## src/include/odt_pkg.sv

```systemverilog
// Package with opcodes, flag positions, cycle counts and bus map of the decode tail core
package odt_pkg;
	localparam logic [7:0] OP_TEST = 8'h00;
	localparam logic [7:0] OP_FLAGS_FROM_ACC = 8'h06;
	localparam logic [7:0] OP_FLAGS_TO_ACC = 8'h07;
	localparam logic [7:0] OP_PAGE_SECOND = 8'h18;
	localparam logic [7:0] OP_PAGE_MIXED_A = 8'h1A;
	localparam logic [7:0] OP_PAGE_MIXED_B = 8'hCD;
	localparam logic [7:0] OP_SP_TO_INDEX = 8'h30;
	localparam logic [7:0] OP_INDEX_TO_SP = 8'h35;
	localparam logic [7:0] OP_WAIT_FOR_IRQ = 8'h3E;
	localparam logic [7:0] OP_CHECK_ACC_HI = 8'h4D;
	localparam logic [7:0] OP_CHECK_ACC_LO = 8'h5D;
	localparam logic [7:0] OP_CHECK_MEM_ABS = 8'h7D;
	localparam logic [7:0] OP_SBC_LIT = 8'h82;
	localparam logic [7:0] OP_SBC_DIR = 8'h92;
	localparam logic [7:0] OP_SBC_ABS = 8'hB2;
	localparam logic [7:0] OP_SUB_DOUBLE_ACC_LIT = 8'h83;
	localparam logic [7:0] OP_SUB_DOUBLE_ACC_DIR = 8'h93;
	localparam logic [7:0] OP_SUB_DOUBLE_ACC_ABS = 8'hB3;
	localparam logic [7:0] OP_STD_DIR = 8'hDD;
	localparam logic [7:0] OP_STD_ABS = 8'hFD;
	localparam logic [7:0] OP_STD_IDX = 8'hED;
	// Flag bit positions: S X H I N Z V C
	localparam int FLAG_S = 7;
	localparam int FLAG_X = 6;
	localparam int FLAG_H = 5;
	localparam int FLAG_I = 4;
	localparam int FLAG_N = 3;
	localparam int FLAG_Z = 2;
	localparam int FLAG_V = 1;
	localparam int FLAG_C = 0;
	localparam logic [7:0] FLAGS_RESET = 8'hD0;
	localparam logic [7:0] DIRECT_PAGE = 8'h00;
	// Bus cycles per instruction
	localparam int CYC_TRANSFER = 2;
	localparam int CYC_SP_INDEX = 3;
	localparam int CYC_PREFIX_EXTRA = 1;
	localparam int CYC_WAIT_STACK = 12;
	localparam int CYC_WAIT_VECTOR = 2;
	// Clock and bus cycle rate
	localparam int CLK_HZ = 25000000;
	localparam int ECLK_HZ = 2000000;
	localparam int ECLK_DIV = CLK_HZ / ECLK_HZ;
	// AXI4-Lite map
	localparam logic [7:0] ADDR_CONTROL = 8'h00;
	localparam logic [7:0] ADDR_STATUS = 8'h04;
	localparam logic [7:0] ADDR_ACC = 8'h08;
	localparam logic [7:0] ADDR_INDEX = 8'h0C;
	localparam logic [7:0] ADDR_PC_SP = 8'h10;
	localparam int CTRL_RUN = 0;
	localparam int CTRL_TEST_MODE = 1;
	localparam int CTRL_IRQ = 2;
	localparam logic [1:0] RESP_OKAY = 2'b00;
	localparam logic [1:0] RESP_SLVERR = 2'b10;
	typedef enum {ST_FETCH, ST_PAGE, ST_OPER_HI, ST_OPER_LO, ST_READ_HI, ST_READ_LO,
		ST_WRITE_HI, ST_WRITE_LO, ST_IDLE_CYC, ST_WAIT_STACK, ST_WAIT_HOLD,
		ST_WAIT_VECT, ST_TEST_COUNT, ST_HALT} odt_state_t;
	typedef enum {AM_NONE, AM_LIT8, AM_LIT16, AM_DIR, AM_ABS, AM_IDX} odt_mode_t;
endpackage

```

## src/include/odt_mem_if.sv

```systemverilog
// Memory-side signals of the core grouped for the bus port module
`timescale 1ns/10ps
interface odt_mem_if;
	logic [15:0] addr;
	logic [7:0] wdata;
	logic [7:0] rdata;
	logic wr;
	logic step;
	modport core (output addr, output wdata, output wr, input rdata, input step);
	modport port (input addr, input wdata, input wr, output rdata, output step);
endinterface

```

## src/core/odt_bus_port.sv

```systemverilog
// Bus cycle divider and registered memory port
`timescale 1ns/10ps
module odt_bus_port #(
	parameter int DIV = odt_pkg::ECLK_DIV
) (
	// Clock and reset
	input wire logic clock,
	input wire logic rst_b,
	// Core side
	odt_mem_if.port mem,
	// Memory pins
	output logic [15:0] memAddr,
	output logic [7:0] memWdata,
	output logic memWe,
	input wire logic [7:0] memRdata
);
	import odt_pkg::*;
	logic [7:0] divCnt_r, divCnt_nxt;
	logic [15:0] addr_r, addr_nxt;
	logic [7:0] wdata_r, wdata_nxt;
	logic we_r, we_nxt;
	always_comb begin
		divCnt_nxt = (divCnt_r == 8'(DIV - 1)) ? 8'h00 : divCnt_r + 8'h01;
		addr_nxt = mem.addr;
		wdata_nxt = mem.wdata;
		we_nxt = mem.wr;
	end
	always_ff @(posedge clock) begin
		if (!rst_b) begin
			divCnt_r <= 8'h00;
			addr_r <= 16'h0000;
			wdata_r <= 8'h00;
			we_r <= 1'b0;
		end else begin
			divCnt_r <= divCnt_nxt;
			addr_r <= addr_nxt;
			wdata_r <= wdata_nxt;
			we_r <= we_nxt;
		end
	end
	// Memory is on the same clock, so its data needs no synchroniser
	assign mem.step = (divCnt_r == 8'(DIV - 1));
	assign mem.rdata = memRdata;
	assign memAddr = addr_r;
	assign memWdata = wdata_r;
	assign memWe = we_r & mem.step;
endmodule // odt_bus_port

```

## src/core/odt_axil_regs.sv

```systemverilog
// AXI4-Lite slave with control and state registers
`timescale 1ns/10ps
module odt_axil_regs (
	// Clock and reset
	input wire logic clock,
	input wire logic rst_b,
	// AXI4-Lite
	input wire logic [7:0] s_axi_awaddr,
	input wire logic s_axi_awvalid,
	output logic s_axi_awready,
	input wire logic [31:0] s_axi_wdata,
	input wire logic [3:0] s_axi_wstrb,
	input wire logic s_axi_wvalid,
	output logic s_axi_wready,
	output logic [1:0] s_axi_bresp,
	output logic s_axi_bvalid,
	input wire logic s_axi_bready,
	input wire logic [7:0] s_axi_araddr,
	input wire logic s_axi_arvalid,
	output logic s_axi_arready,
	output logic [31:0] s_axi_rdata,
	output logic [1:0] s_axi_rresp,
	output logic s_axi_rvalid,
	input wire logic s_axi_rready,
	// Core state
	output logic [7:0] control,
	input wire logic [31:0] statusWord,
	input wire logic [31:0] accWord,
	input wire logic [31:0] indexWord,
	input wire logic [31:0] pcSpWord
);
	import odt_pkg::*;
	logic [7:0] ctrl_r, ctrl_nxt;
	logic awHeld_r, awHeld_nxt, wHeld_r, wHeld_nxt, bValid_r, bValid_nxt;
	logic [7:0] awAddr_r, awAddr_nxt;
	logic [31:0] wData_r, wData_nxt;
	logic [3:0] wStrb_r, wStrb_nxt;
	logic [1:0] bResp_r, bResp_nxt, rResp_r, rResp_nxt;
	logic rValid_r, rValid_nxt;
	logic [31:0] rData_r, rData_nxt;
	always_comb begin
		awHeld_nxt = awHeld_r;
		wHeld_nxt = wHeld_r;
		awAddr_nxt = awAddr_r;
		wData_nxt = wData_r;
		wStrb_nxt = wStrb_r;
		bValid_nxt = bValid_r;
		bResp_nxt = bResp_r;
		ctrl_nxt = ctrl_r;
		rValid_nxt = rValid_r;
		rData_nxt = rData_r;
		rResp_nxt = rResp_r;
		if (s_axi_awvalid && s_axi_awready) begin
			awHeld_nxt = 1'b1;
			awAddr_nxt = s_axi_awaddr;
		end
		if (s_axi_wvalid && s_axi_wready) begin
			wHeld_nxt = 1'b1;
			wData_nxt = s_axi_wdata;
			wStrb_nxt = s_axi_wstrb;
		end
		if (awHeld_r && wHeld_r && !bValid_r) begin
			awHeld_nxt = 1'b0;
			wHeld_nxt = 1'b0;
			bValid_nxt = 1'b1;
			bResp_nxt = RESP_OKAY;
			if (awAddr_r == ADDR_CONTROL) begin
				if (wStrb_r[0])
					ctrl_nxt = wData_r[7:0];
			end else
				bResp_nxt = RESP_SLVERR;
		end
		if (bValid_r && s_axi_bready)
			bValid_nxt = 1'b0;
		if (s_axi_arvalid && s_axi_arready) begin
			rValid_nxt = 1'b1;
			rResp_nxt = RESP_OKAY;
			case (s_axi_araddr)
				ADDR_CONTROL: rData_nxt = {24'h000000, ctrl_r};
				ADDR_STATUS: rData_nxt = statusWord;
				ADDR_ACC: rData_nxt = accWord;
				ADDR_INDEX: rData_nxt = indexWord;
				ADDR_PC_SP: rData_nxt = pcSpWord;
				default: begin
					rData_nxt = 32'h00000000;
					rResp_nxt = RESP_SLVERR;
				end
			endcase
		end else if (rValid_r && s_axi_rready)
			rValid_nxt = 1'b0;
	end
	always_ff @(posedge clock) begin
		if (!rst_b) begin
			ctrl_r <= 8'h00;
			awHeld_r <= 1'b0;
			wHeld_r <= 1'b0;
			awAddr_r <= 8'h00;
			wData_r <= 32'h00000000;
			wStrb_r <= 4'h0;
			bValid_r <= 1'b0;
			bResp_r <= RESP_OKAY;
			rValid_r <= 1'b0;
			rData_r <= 32'h00000000;
			rResp_r <= RESP_OKAY;
		end else begin
			ctrl_r <= ctrl_nxt;
			awHeld_r <= awHeld_nxt;
			wHeld_r <= wHeld_nxt;
			awAddr_r <= awAddr_nxt;
			wData_r <= wData_nxt;
			wStrb_r <= wStrb_nxt;
			bValid_r <= bValid_nxt;
			bResp_r <= bResp_nxt;
			rValid_r <= rValid_nxt;
			rData_r <= rData_nxt;
			rResp_r <= rResp_nxt;
		end
	end
	assign s_axi_awready = !awHeld_r;
	assign s_axi_wready = !wHeld_r;
	assign s_axi_bvalid = bValid_r;
	assign s_axi_bresp = bResp_r;
	assign s_axi_arready = !rValid_r;
	assign s_axi_rvalid = rValid_r;
	assign s_axi_rdata = rData_r;
	assign s_axi_rresp = rResp_r;
	assign control = ctrl_r;
endmodule // odt_axil_regs

```

## src/core/odt_decode_core.sv

```systemverilog
// Instruction decode and execute core for the tail of the opcode map
//
// Chosen here: the AXI4-Lite slave port and the placing of the registers.
`timescale 1ns/10ps
// Overview of operation
// - Double store writes high accumulator then low; N Z updated, V cleared, C kept.
// - Subtract with carry: high acc minus memory minus carry, N Z V C updated.
// - Flags from high acc in 2 cycles; X mask may be cleared, never set.
// - Zero or minus check writes nothing; N Z updated, V C cleared.
// - Stack pointer plus one into first index, 3 cycles; second form 4 cycles.
// - First index minus one into stack pointer, 3 cycles, flags unchanged.
// - Second index to stack pointer uses prefix 18 and takes 4 cycles.
// - Flags to high accumulator in 2 cycles, flags unchanged.
// - Wait: 12 stacking cycles, hold until interrupt, then 2 vector cycles.
// - Test opcode 00 makes the address bus count until reset.
// - Direct address is the operand byte with high byte zero.
// - Indexed offset is unsigned 0 to 255 added to the index register.
// - Absolute address fetched high byte first, then low byte.
// - 16-bit literal fetched high byte first, then low byte.
// - Relative offset is signed and added to the following address.
// - A down-arrow flag can be cleared but never set.
// - A delta flag follows the operation result.
module odt_decode_core (
	// Clock and reset
	input wire logic clock,
	input wire logic rst_b,
	// AXI4-Lite register port
	input wire logic [7:0] s_axi_awaddr,
	input wire logic s_axi_awvalid,
	output logic s_axi_awready,
	input wire logic [31:0] s_axi_wdata,
	input wire logic [3:0] s_axi_wstrb,
	input wire logic s_axi_wvalid,
	output logic s_axi_wready,
	output logic [1:0] s_axi_bresp,
	output logic s_axi_bvalid,
	input wire logic s_axi_bready,
	input wire logic [7:0] s_axi_araddr,
	input wire logic s_axi_arvalid,
	output logic s_axi_arready,
	output logic [31:0] s_axi_rdata,
	output logic [1:0] s_axi_rresp,
	output logic s_axi_rvalid,
	input wire logic s_axi_rready,
	// Program and data memory
	output logic [15:0] memAddr,
	output logic [7:0] memWdata,
	output logic memWe,
	input wire logic [7:0] memRdata
);
	import odt_pkg::*;
	odt_mem_if mem();
	logic [7:0] control;
	logic [31:0] statusWord, accWord, indexWord, pcSpWord;
	odt_state_t st_r, st_nxt;
	odt_mode_t mode_r, mode_nxt;
	logic [7:0] op_r, op_nxt, page_r, page_nxt, flags_r, flags_nxt;
	logic [7:0] accHi_r, accHi_nxt, accLo_r, accLo_nxt;
	logic [15:0] idxA_r, idxA_nxt, idxB_r, idxB_nxt, sp_r, sp_nxt, pc_r, pc_nxt;
	logic [15:0] ea_r, ea_nxt, opnd_r, opnd_nxt, busAddr_r, busAddr_nxt;
	logic [7:0] wdata_r, wdata_nxt;
	logic wr_r, wr_nxt;
	logic [3:0] cnt_r, cnt_nxt;
	logic [16:0] diff;
	logic [8:0] diff8;
	logic [15:0] relTarget;
	logic irqSync1_r, irqSync2_r;

	odt_bus_port u_port (
		.clock(clock),
		.rst_b(rst_b),
		.mem(mem.port),
		.memAddr(memAddr),
		.memWdata(memWdata),
		.memWe(memWe),
		.memRdata(memRdata)
	);
	odt_axil_regs u_regs (
		.clock(clock), .rst_b(rst_b),
		.s_axi_awaddr(s_axi_awaddr), .s_axi_awvalid(s_axi_awvalid),
		.s_axi_awready(s_axi_awready), .s_axi_wdata(s_axi_wdata),
		.s_axi_wstrb(s_axi_wstrb), .s_axi_wvalid(s_axi_wvalid),
		.s_axi_wready(s_axi_wready), .s_axi_bresp(s_axi_bresp),
		.s_axi_bvalid(s_axi_bvalid), .s_axi_bready(s_axi_bready),
		.s_axi_araddr(s_axi_araddr), .s_axi_arvalid(s_axi_arvalid),
		.s_axi_arready(s_axi_arready), .s_axi_rdata(s_axi_rdata),
		.s_axi_rresp(s_axi_rresp), .s_axi_rvalid(s_axi_rvalid),
		.s_axi_rready(s_axi_rready),
		.control(control), .statusWord(statusWord), .accWord(accWord),
		.indexWord(indexWord), .pcSpWord(pcSpWord)
	);

	// Addressing mode from the low opcode column
	function automatic odt_mode_t modeOf(input logic [7:0] op);
		case (op[5:4])
			2'b00: modeOf = (op[3:0] == 4'h3) ? AM_LIT16 : AM_LIT8;
			2'b01: modeOf = AM_DIR;
			2'b10: modeOf = AM_IDX;
			default: modeOf = AM_ABS;
		endcase
	endfunction

	// N and Z from a byte
	function automatic logic [1:0] nz8(input logic [7:0] v);
		nz8 = {v[7], v == 8'h00};
	endfunction

	// Relative target, kept for branch users of this decoder
	assign relTarget = pc_r + {{8{opnd_r[7]}}, opnd_r[7:0]};
	assign diff = {1'b0, accHi_r, accLo_r} - {1'b0, opnd_r};
	assign diff8 = {1'b0, accHi_r} - {1'b0, opnd_r[7:0]} - {8'h00, flags_r[FLAG_C]};

	// Interrupt request bit comes from software, still synchronised as a pin would be
	always_ff @(posedge clock) begin
		if (!rst_b) begin
			irqSync1_r <= 1'b0;
			irqSync2_r <= 1'b0;
		end else begin
			irqSync1_r <= control[CTRL_IRQ];
			irqSync2_r <= irqSync1_r;
		end
	end

	always_comb begin
		st_nxt = st_r; mode_nxt = mode_r; op_nxt = op_r; page_nxt = page_r;
		flags_nxt = flags_r; accHi_nxt = accHi_r; accLo_nxt = accLo_r;
		idxA_nxt = idxA_r; idxB_nxt = idxB_r; sp_nxt = sp_r; pc_nxt = pc_r;
		ea_nxt = ea_r; opnd_nxt = opnd_r; busAddr_nxt = busAddr_r;
		wdata_nxt = wdata_r; wr_nxt = 1'b0; cnt_nxt = cnt_r;
		if (mem.step) begin
			case (st_r)
				ST_HALT: begin
					if (control[CTRL_RUN]) begin
						st_nxt = ST_FETCH;
						busAddr_nxt = pc_r;
					end
				end
				ST_FETCH, ST_PAGE: begin
					pc_nxt = pc_r + 16'h0001;
					busAddr_nxt = pc_r + 16'h0001;
					if (st_r == ST_FETCH && (mem.rdata == OP_PAGE_SECOND
						|| mem.rdata == OP_PAGE_MIXED_A || mem.rdata == OP_PAGE_MIXED_B)) begin
						page_nxt = mem.rdata;
						st_nxt = ST_PAGE;
					end else begin
						if (st_r == ST_FETCH)
							page_nxt = 8'h00;
						op_nxt = mem.rdata;
						mode_nxt = modeOf(mem.rdata);
						cnt_nxt = 4'h0;
						st_nxt = ST_IDLE_CYC;
						case (mem.rdata)
							OP_TEST: if (control[CTRL_TEST_MODE]) st_nxt = ST_TEST_COUNT;
							OP_WAIT_FOR_IRQ: st_nxt = ST_WAIT_STACK;
							OP_SBC_LIT, OP_SBC_DIR, OP_SBC_ABS, OP_SUB_DOUBLE_ACC_LIT, OP_SUB_DOUBLE_ACC_DIR,
							OP_SUB_DOUBLE_ACC_ABS, OP_STD_DIR, OP_STD_ABS, OP_STD_IDX, OP_CHECK_MEM_ABS:
								st_nxt = ST_OPER_HI;
							default: st_nxt = ST_IDLE_CYC;
						endcase
					end
				end
				ST_OPER_HI: begin
					pc_nxt = pc_r + 16'h0001;
					busAddr_nxt = pc_r + 16'h0001;
					opnd_nxt = {8'h00, mem.rdata};
					case (mode_r)
						AM_DIR: begin
							ea_nxt = {DIRECT_PAGE, mem.rdata};
							busAddr_nxt = {DIRECT_PAGE, mem.rdata};
							st_nxt = ST_READ_HI;
						end
						AM_IDX: begin
							ea_nxt = (page_r == OP_PAGE_SECOND ? idxB_r : idxA_r)
								+ {8'h00, mem.rdata};
							busAddr_nxt = ea_nxt;
							st_nxt = ST_READ_HI;
						end
						AM_LIT8: st_nxt = ST_IDLE_CYC;
						default: st_nxt = ST_OPER_LO;
					endcase
					if (op_r[6] && (mode_r == AM_DIR || mode_r == AM_IDX)) begin
						st_nxt = ST_WRITE_HI;
						wdata_nxt = accHi_r;
						wr_nxt = 1'b1;
					end
				end
				ST_OPER_LO: begin
					pc_nxt = pc_r + 16'h0001;
					busAddr_nxt = pc_r + 16'h0001;
					opnd_nxt = {opnd_r[7:0], mem.rdata};
					if (mode_r == AM_ABS) begin
						ea_nxt = {opnd_r[7:0], mem.rdata};
						busAddr_nxt = {opnd_r[7:0], mem.rdata};
						st_nxt = ST_READ_HI;
						if (op_r == OP_STD_ABS) begin
							st_nxt = ST_WRITE_HI;
							wdata_nxt = accHi_r;
							wr_nxt = 1'b1;
						end
					end else
						st_nxt = ST_IDLE_CYC;
				end
				ST_READ_HI: begin
					opnd_nxt = {8'h00, mem.rdata};
					st_nxt = ST_IDLE_CYC;
					if (op_r[3:0] == 4'h3) begin
						busAddr_nxt = ea_r + 16'h0001;
						st_nxt = ST_READ_LO;
					end
				end
				ST_READ_LO: begin
					opnd_nxt = {opnd_r[7:0], mem.rdata};
					st_nxt = ST_IDLE_CYC;
				end
				ST_WRITE_HI: begin
					busAddr_nxt = ea_r + 16'h0001;
					wdata_nxt = accLo_r;
					wr_nxt = 1'b1;
					st_nxt = ST_WRITE_LO;
				end
				ST_WRITE_LO: begin
					flags_nxt[FLAG_N] = accHi_r[7];
					flags_nxt[FLAG_Z] = {accHi_r, accLo_r} == 16'h0000;
					flags_nxt[FLAG_V] = 1'b0;
					busAddr_nxt = pc_r;
					st_nxt = ST_FETCH;
				end
				ST_IDLE_CYC: begin
					// Execute in the last cycle; a prefix spent its extra cycle on the page fetch
					busAddr_nxt = pc_r;
					st_nxt = ST_FETCH;
					case (op_r)
						OP_FLAGS_FROM_ACC: begin
							flags_nxt = accHi_r;
							flags_nxt[FLAG_X] = accHi_r[FLAG_X] & flags_r[FLAG_X];
						end
						OP_FLAGS_TO_ACC: accHi_nxt = flags_r;
						OP_CHECK_ACC_HI, OP_CHECK_ACC_LO, OP_CHECK_MEM_ABS: begin
							flags_nxt[FLAG_N:FLAG_Z] = nz8(op_r == OP_CHECK_ACC_HI ? accHi_r
								: op_r == OP_CHECK_ACC_LO ? accLo_r : opnd_r[7:0]);
							flags_nxt[FLAG_V] = 1'b0;
							flags_nxt[FLAG_C] = 1'b0;
						end
						OP_SP_TO_INDEX, OP_INDEX_TO_SP: begin
							if (cnt_r < 4'(CYC_SP_INDEX - 2)) begin
								cnt_nxt = cnt_r + 4'h1;
								busAddr_nxt = busAddr_r;
								st_nxt = ST_IDLE_CYC;
							end else if (op_r == OP_SP_TO_INDEX) begin
								if (page_r == OP_PAGE_SECOND) idxB_nxt = sp_r + 16'h0001;
								else idxA_nxt = sp_r + 16'h0001;
							end else
								sp_nxt = (page_r == OP_PAGE_SECOND ? idxB_r : idxA_r)
									- 16'h0001;
						end
						OP_SBC_LIT, OP_SBC_DIR, OP_SBC_ABS: begin
							accHi_nxt = diff8[7:0];
							flags_nxt[FLAG_N:FLAG_Z] = nz8(diff8[7:0]);
							flags_nxt[FLAG_V] = (accHi_r[7] ^ opnd_r[7]) & (accHi_r[7] ^ diff8[7]);
							flags_nxt[FLAG_C] = diff8[8];
						end
						OP_SUB_DOUBLE_ACC_LIT, OP_SUB_DOUBLE_ACC_DIR, OP_SUB_DOUBLE_ACC_ABS: begin
							{accHi_nxt, accLo_nxt} = diff[15:0];
							flags_nxt[FLAG_N] = diff[15];
							flags_nxt[FLAG_Z] = diff[15:0] == 16'h0000;
							flags_nxt[FLAG_V] = (accHi_r[7] ^ opnd_r[15]) & (accHi_r[7] ^ diff[15]);
							flags_nxt[FLAG_C] = diff[16];
						end
						default: ;
					endcase
				end
				ST_WAIT_STACK: begin
					// Stack writes are modelled as bus idle cycles of fixed count
					cnt_nxt = cnt_r + 4'h1;
					if (cnt_r == 4'(CYC_WAIT_STACK - 2)) begin
						st_nxt = ST_WAIT_HOLD;
						cnt_nxt = 4'h0;
					end
				end
				ST_WAIT_HOLD: if (irqSync2_r) st_nxt = ST_WAIT_VECT;
				ST_WAIT_VECT: begin
					cnt_nxt = cnt_r + 4'h1;
					if (cnt_r == 4'(CYC_WAIT_VECTOR - 1)) begin
						st_nxt = ST_FETCH;
						busAddr_nxt = pc_r;
					end
				end
				ST_TEST_COUNT: busAddr_nxt = busAddr_r + 16'h0001;
				default: st_nxt = ST_HALT;
			endcase
		end else
			wr_nxt = wr_r;
	end

	always_ff @(posedge clock) begin
		if (!rst_b) begin
			st_r <= ST_HALT; mode_r <= AM_NONE; op_r <= 8'h00; page_r <= 8'h00;
			flags_r <= FLAGS_RESET; accHi_r <= 8'h00; accLo_r <= 8'h00;
			idxA_r <= 16'h0000; idxB_r <= 16'h0000; sp_r <= 16'h0000; pc_r <= 16'h0000;
			ea_r <= 16'h0000; opnd_r <= 16'h0000; busAddr_r <= 16'h0000;
			wdata_r <= 8'h00; wr_r <= 1'b0; cnt_r <= 4'h0;
		end else begin
			st_r <= st_nxt; mode_r <= mode_nxt; op_r <= op_nxt; page_r <= page_nxt;
			flags_r <= flags_nxt; accHi_r <= accHi_nxt; accLo_r <= accLo_nxt;
			idxA_r <= idxA_nxt; idxB_r <= idxB_nxt; sp_r <= sp_nxt; pc_r <= pc_nxt;
			ea_r <= ea_nxt; opnd_r <= opnd_nxt; busAddr_r <= busAddr_nxt;
			wdata_r <= wdata_nxt; wr_r <= wr_nxt; cnt_r <= cnt_nxt;
		end
	end

	assign mem.addr = busAddr_r;
	assign mem.wdata = wdata_r;
	assign mem.wr = wr_r;
	assign statusWord = {8'h00, relTarget[7:0], 4'h0, cnt_r, flags_r};
	assign accWord = {16'h0000, accHi_r, accLo_r};
	assign indexWord = {idxB_r, idxA_r};
	assign pcSpWord = {pc_r, sp_r};
endmodule // odt_decode_core

```

## config.mk

```make
export PLATFORM = sky130hd
export DESIGN_NAME = odt_decode_core
export DESIGN_NICKNAME = d
export VERILOG_FILES = /design/src/include/odt_pkg.sv /design/src/include/odt_mem_if.sv /design/src/core/odt_bus_port.sv /design/src/core/odt_axil_regs.sv /design/src/core/odt_decode_core.sv
export SDC_FILE = /design/constraint.sdc
export NUM_CORES = 1
export LEC_CHECK = 0
export BUFFER_PORTS_ARGS = -buffer_cell sky130_fd_sc_hd__buf_2
export CAP_MARGIN = 20
export CELL_PAD_IN_SITES_DETAIL_PLACEMENT = 0
export CELL_PAD_IN_SITES_GLOBAL_PLACEMENT = 1
export CORE_MARGIN = 2
export CORE_UTILIZATION = 25
export DETAILED_ROUTE_END_ITERATION = 10
export MAX_ROUTING_LAYER = met4
export PLACE_DENSITY = 0.58
export SLEW_MARGIN = 40
export SYNTH_ARGS = -nofsm -noshare
export SYNTH_HDL_FRONTEND = slang
export SYNTH_SLANG_ARGS = --single-unit
export TNS_END_PERCENT = 5
```

## constraint.sdc

```tcl
create_clock -name clock -period 5.6 [get_ports clock]
set_input_delay 0 -clock clock [delete_from_list [all_inputs] [get_ports clock]]
set_output_delay 0 -clock clock [all_outputs]
set_load 0.03 [all_outputs]
```

==> impl_metrics.json <==
{
  "synth_fa_ha_area_share_pct": 5.25,
  "antenna_found_initial": 1,
  "drtIter0Drc": 1231,
  "numCtsBuffers": 37,
  "holdBufCountCts": 33,
  "hold_class": "input pin to flop",
  "fin_nets": 2270,
  "route.detailed.drc": 0,
  "setup_ws_ns": 1.42,
  "post_cts_resized": 0,
  "rsz0062_at_grt": "no",
  "gr-usage-all-layers_pct": 18.0,
  "num_vias": 15372,
  "crit_path_end_kind": "flop",
  "regArea_um2": 5410,
  "synthFlopType": "dfxtp_1",
  "grt_max_degree": 108,
  "initial_core_util_pct": 25.2,
  "maxCapViolCount": 0,
  "critical_path_required_ns": 6.02,
  "finalPower_mw": 4.66,
  "portBuffers": 103,
  "multiInputGateArea_um2": 9910,
  "leakage_nw": 7.17,
  "crit_chain": "nor4_2 -> nand2_2 -> mux2i_1 -> inv_1 -> ha_1 -> a21oi_1 -> nand2_1 -> xnor2_1 -> o21ai_0 -> a221oi_1 -> a21oi_1 -> o2111ai_1 -> o21ai_0",
  "crit_fanout": 25,
  "finalMaxSlewViolations": 0,
  "cts_buffer_depth": 3,
  "synth_compound_area_share_pct": 19.8,
  "muxShareOfSynthArea_pct": 5.33,
  "p_sw_mw": 1.08,
  "core_um2": 64200,
  "synth-edff-count": 0,
  "synth_seq_cells": 270,
  "hold_violations": 0,
  "worst_slew_pin_slew_ns": 0.796,
  "syn_to_final_growth_pct": 17.5,
  "vias_per_cell": 5.09,
  "setup_viol": 0,
  "drive_above_1_share_pct": 11.5,
  "yosysSeqAreaShare_pct": 33.3,
  "cp_slowest_cell": "mux2i_1",
  "clock_latency_ns": 0.55,
  "die_w_um": 259,
  "max_slew_margin_pct": 46.8,
  "synthSimpleGateAreaFrac_pct": 24.6,
  "synth_cells": 2071,
  "status": "complete, no violations",
  "cts_setup_buffers": 0,
  "max_freq_ghz": 0.239,
  "ys_types": 99,
  "die_h_um": 259,
  "globalRouteOverflowTotal": 0,
  "ys_warn_count": 0,
  "fin_worst_skew_ns": 0.0265,
  "worstPathArrival_ns": 4.60,
  "drt_pass1_iterations": 5,
  "grt_pass1_wl_mm": 91.0,
  "cts-htree-levels": 2,
  "cpPeakStageDelay_ns": 0.64,
  "grt_pass1_vias": 14458,
  "post-route-min-period_ns": 4.18,
  "post-route-util_pct": 29.7,
  "p_sw_share_pct": 23.3,
  "synthArstFlopShare_pct": 0,
  "dieArea_um2": 66900,
  "power-per-cell-area_nw_per_um2": 244,
  "ctsRootBufferMaster": "clkbuf_16",
  "post-route-period-util_pct": 74.7,
  "ant_nets": 0,
  "path_clk_slew_ns": 0.06,
  "cp-start-kind": "flop",
  "synth_xor_area_share_pct": 5.89,
  "place_ws_ns": 1.56,
  "crit_type": "flop to flop",
  "wl_mm": 59.5,
  "wl_per_cell_um": 19.7,
  "synth.avg_cell_area_um2": 7.83,
  "synth_top_family_by_area": "simple AND/OR/NAND/NOR gates",
  "pwr-share-comb_pct": 4.2,
  "place.gp.congestion": 0.890,
  "hpwl_mm": 42.7,
  "intPower_mw": 3.57,
  "cts_tree": "built",
  "antenna_cells": 0,
  "fillers": 6934,
  "pin_count": 133,
  "clock_sinks": 270,
  "tns_ns": 0,
  "ir_drop_uv": 172,
  "rows": 93,
  "seqPwrFrac_pct": 41.8,
  "syn_area_um2": 16200,
  "clock_power_share_pct": 53.9,
  "ff2ff_setup_slack_ns": 1.42
}
-- power by group through the flow --
stage | Sequential [mW] | Clock (mW) | Combinational (mW)
4_1_cts | 1.95 | 2.57 | 0.199
3_3_place_gp | 1.99 | 0 | 0.178
6_report | 1.95 | 2.51 | 0.197
3_5_place_dp | 1.99 | 0 | 0.180
5_1_grt | 1.95 | 2.65 | 0.216
2_1_floorplan | 2.00 | 0 | 0.101
-- cells in the mapped netlist, drive strengths merged (11+ instances only) --
cell      n  share of area, %
a211oi   51               2.4
a21o     13              0.61
a21oi   167               5.2
a221oi   12              0.65
a22oi    34               1.6
a31oi    15              0.58
and2     37               1.4
and3     24              0.93
buf      27               1.1
clkbuf  108               2.6
dfxtp   270                33
ha       60               4.6
inv      84               1.9
mux2     11              0.76
mux2i    74               4.6
nand2   220               5.2
nand2b   20              0.77
nand3    78               2.4
nand4    20              0.77
nor2    280               6.5
nor2b    14              0.54
nor3     44               1.5
nor4     18              0.77
o211ai   28               1.3
o21ai    75               2.3
or2      11              0.42
or3      15              0.58
xnor2    49               2.6
xor2     60               3.2
-- worst paths after layout --
kind	from	endpoint	depth (start not counted)
worst max-delay path	page_r[5]$_SDFFE_PN0P_	busAddr_r[3]$_SDFFE_PN0P_	13
worst min-delay path	s_axi_arvalid	u_regs.s_axi_rdata[22]$_SDFFE_PN0P_	5
worst max register to register	page_r[5]$_SDFFE_PN0P_	busAddr_r[3]$_SDFFE_PN0P_	13
worst min register to register	irqSync1_r$_SDFF_PN0_	irqSync2_r$_SDFF_PN0_	1
-- kinds of logic (layout without fill, tap and decap cells) --
kind of cell / Yosys count / after routing
AOI/OAI and AO/OA: 490 / 490
xor gates and xnor gates: 109 / 109
adders and majority gates: 65 / 65
buffers and inverters: 220 / 312
DFF: 270 / 270
muxes: 85 / 85
other: 1 / 2
and+or+nand+nor: 831 / 831
-- layout by cell type, fill, tap and decap left out, drive strengths merged, types with 8 or more instances in the layout --
master | netlist | layout
a211oi | 51 | 51
a21o | 13 | 13
a21oi | 167 | 167
a221oi | 12 | 12
a222oi | 8 | 8
a22oi | 34 | 34
a31oi | 15 | 15
and2 | 37 | 37
and3 | 24 | 24
buf | 27 | 130
clkbuf | 108 | 55
dfxtp | 270 | 270
dlygate4sd3 | 0 | 33
ha | 60 | 60
inv | 84 | 85
mux2 | 11 | 11
mux2i | 74 | 74
nand2 | 220 | 220
nand2b | 20 | 20
nand3 | 78 | 78
nand4 | 20 | 20
nor2 | 280 | 280
nor2b | 14 | 14
nor3 | 44 | 44
nor4 | 18 | 18
o211ai | 28 | 28
o21ai | 75 | 75
or2 | 11 | 11
or3 | 15 | 15
or4 | 9 | 9
xnor2 | 49 | 49
xor2 | 60 | 60
-- critical path, delay by kind of cell (launching register included) --
| kind | cells | cell delay [ns] |
|---|---|---|
| and+or+nand+nor | 3 | 0.91 |
| xor gates and xnor gates | 1 | 0.31 |
| adders and majority gates | 1 | 0.32 |
| muxes | 1 | 0.64 |
| AOI/OAI and AO/OA | 6 | 1.32 |
| buffers and inverters | 1 | 0.21 |
| DFF | 1 | 0.34 |
-- state kept, by name, summed over array words and instances (netlist names), 16 cells and up --
name / count
pc_r: 16
opnd_r: 16
sp_r: 16
ea_r: 16
idxA_r: 16
busAddr_r: 16
u_port.memAddr: 16
idxB_r: 16
u_regs.s_axi_rdata: 32
-- metrics by stage --
| step | area, µm² | hold WS [ns] | std cells |
|---|---|---|---|
| after floorplan | 16200 | 0.0990 | 2072 |
| after global placement | 17400 | 0.185 | 2921 |
| after detailed placement | 17400 | 0.187 | 2921 |
| after CTS | 19100 | 0.0640 | 3019 |
| after global routing | 19100 | 0.107 | 3019 |
| final | 19100 | 0.0824 | 3019 |
-- area by class of cell --
type                    instances  area share, %
multi-input cells            1582           52.0
clock buffers                  55           5.91
well taps                     855           5.61
flip-flops and latches        270           28.4
repair buffers                163           5.57
clock inverters                10          0.834
inverters                      84           1.69
-- per-layer routing --
metal / up-vias / GRT usage, % / part of all wire (%)
met4: 0 / 4.78 / 2.3
met3: 82 / 2.80 / 5.4
met2: 449 / 26.8 / 43
met1: 7371 / 25.3 / 49
met5: - / - / 0
li1: 7470 / - / -
Note: power is estimated with default switching activity, not from simulation.
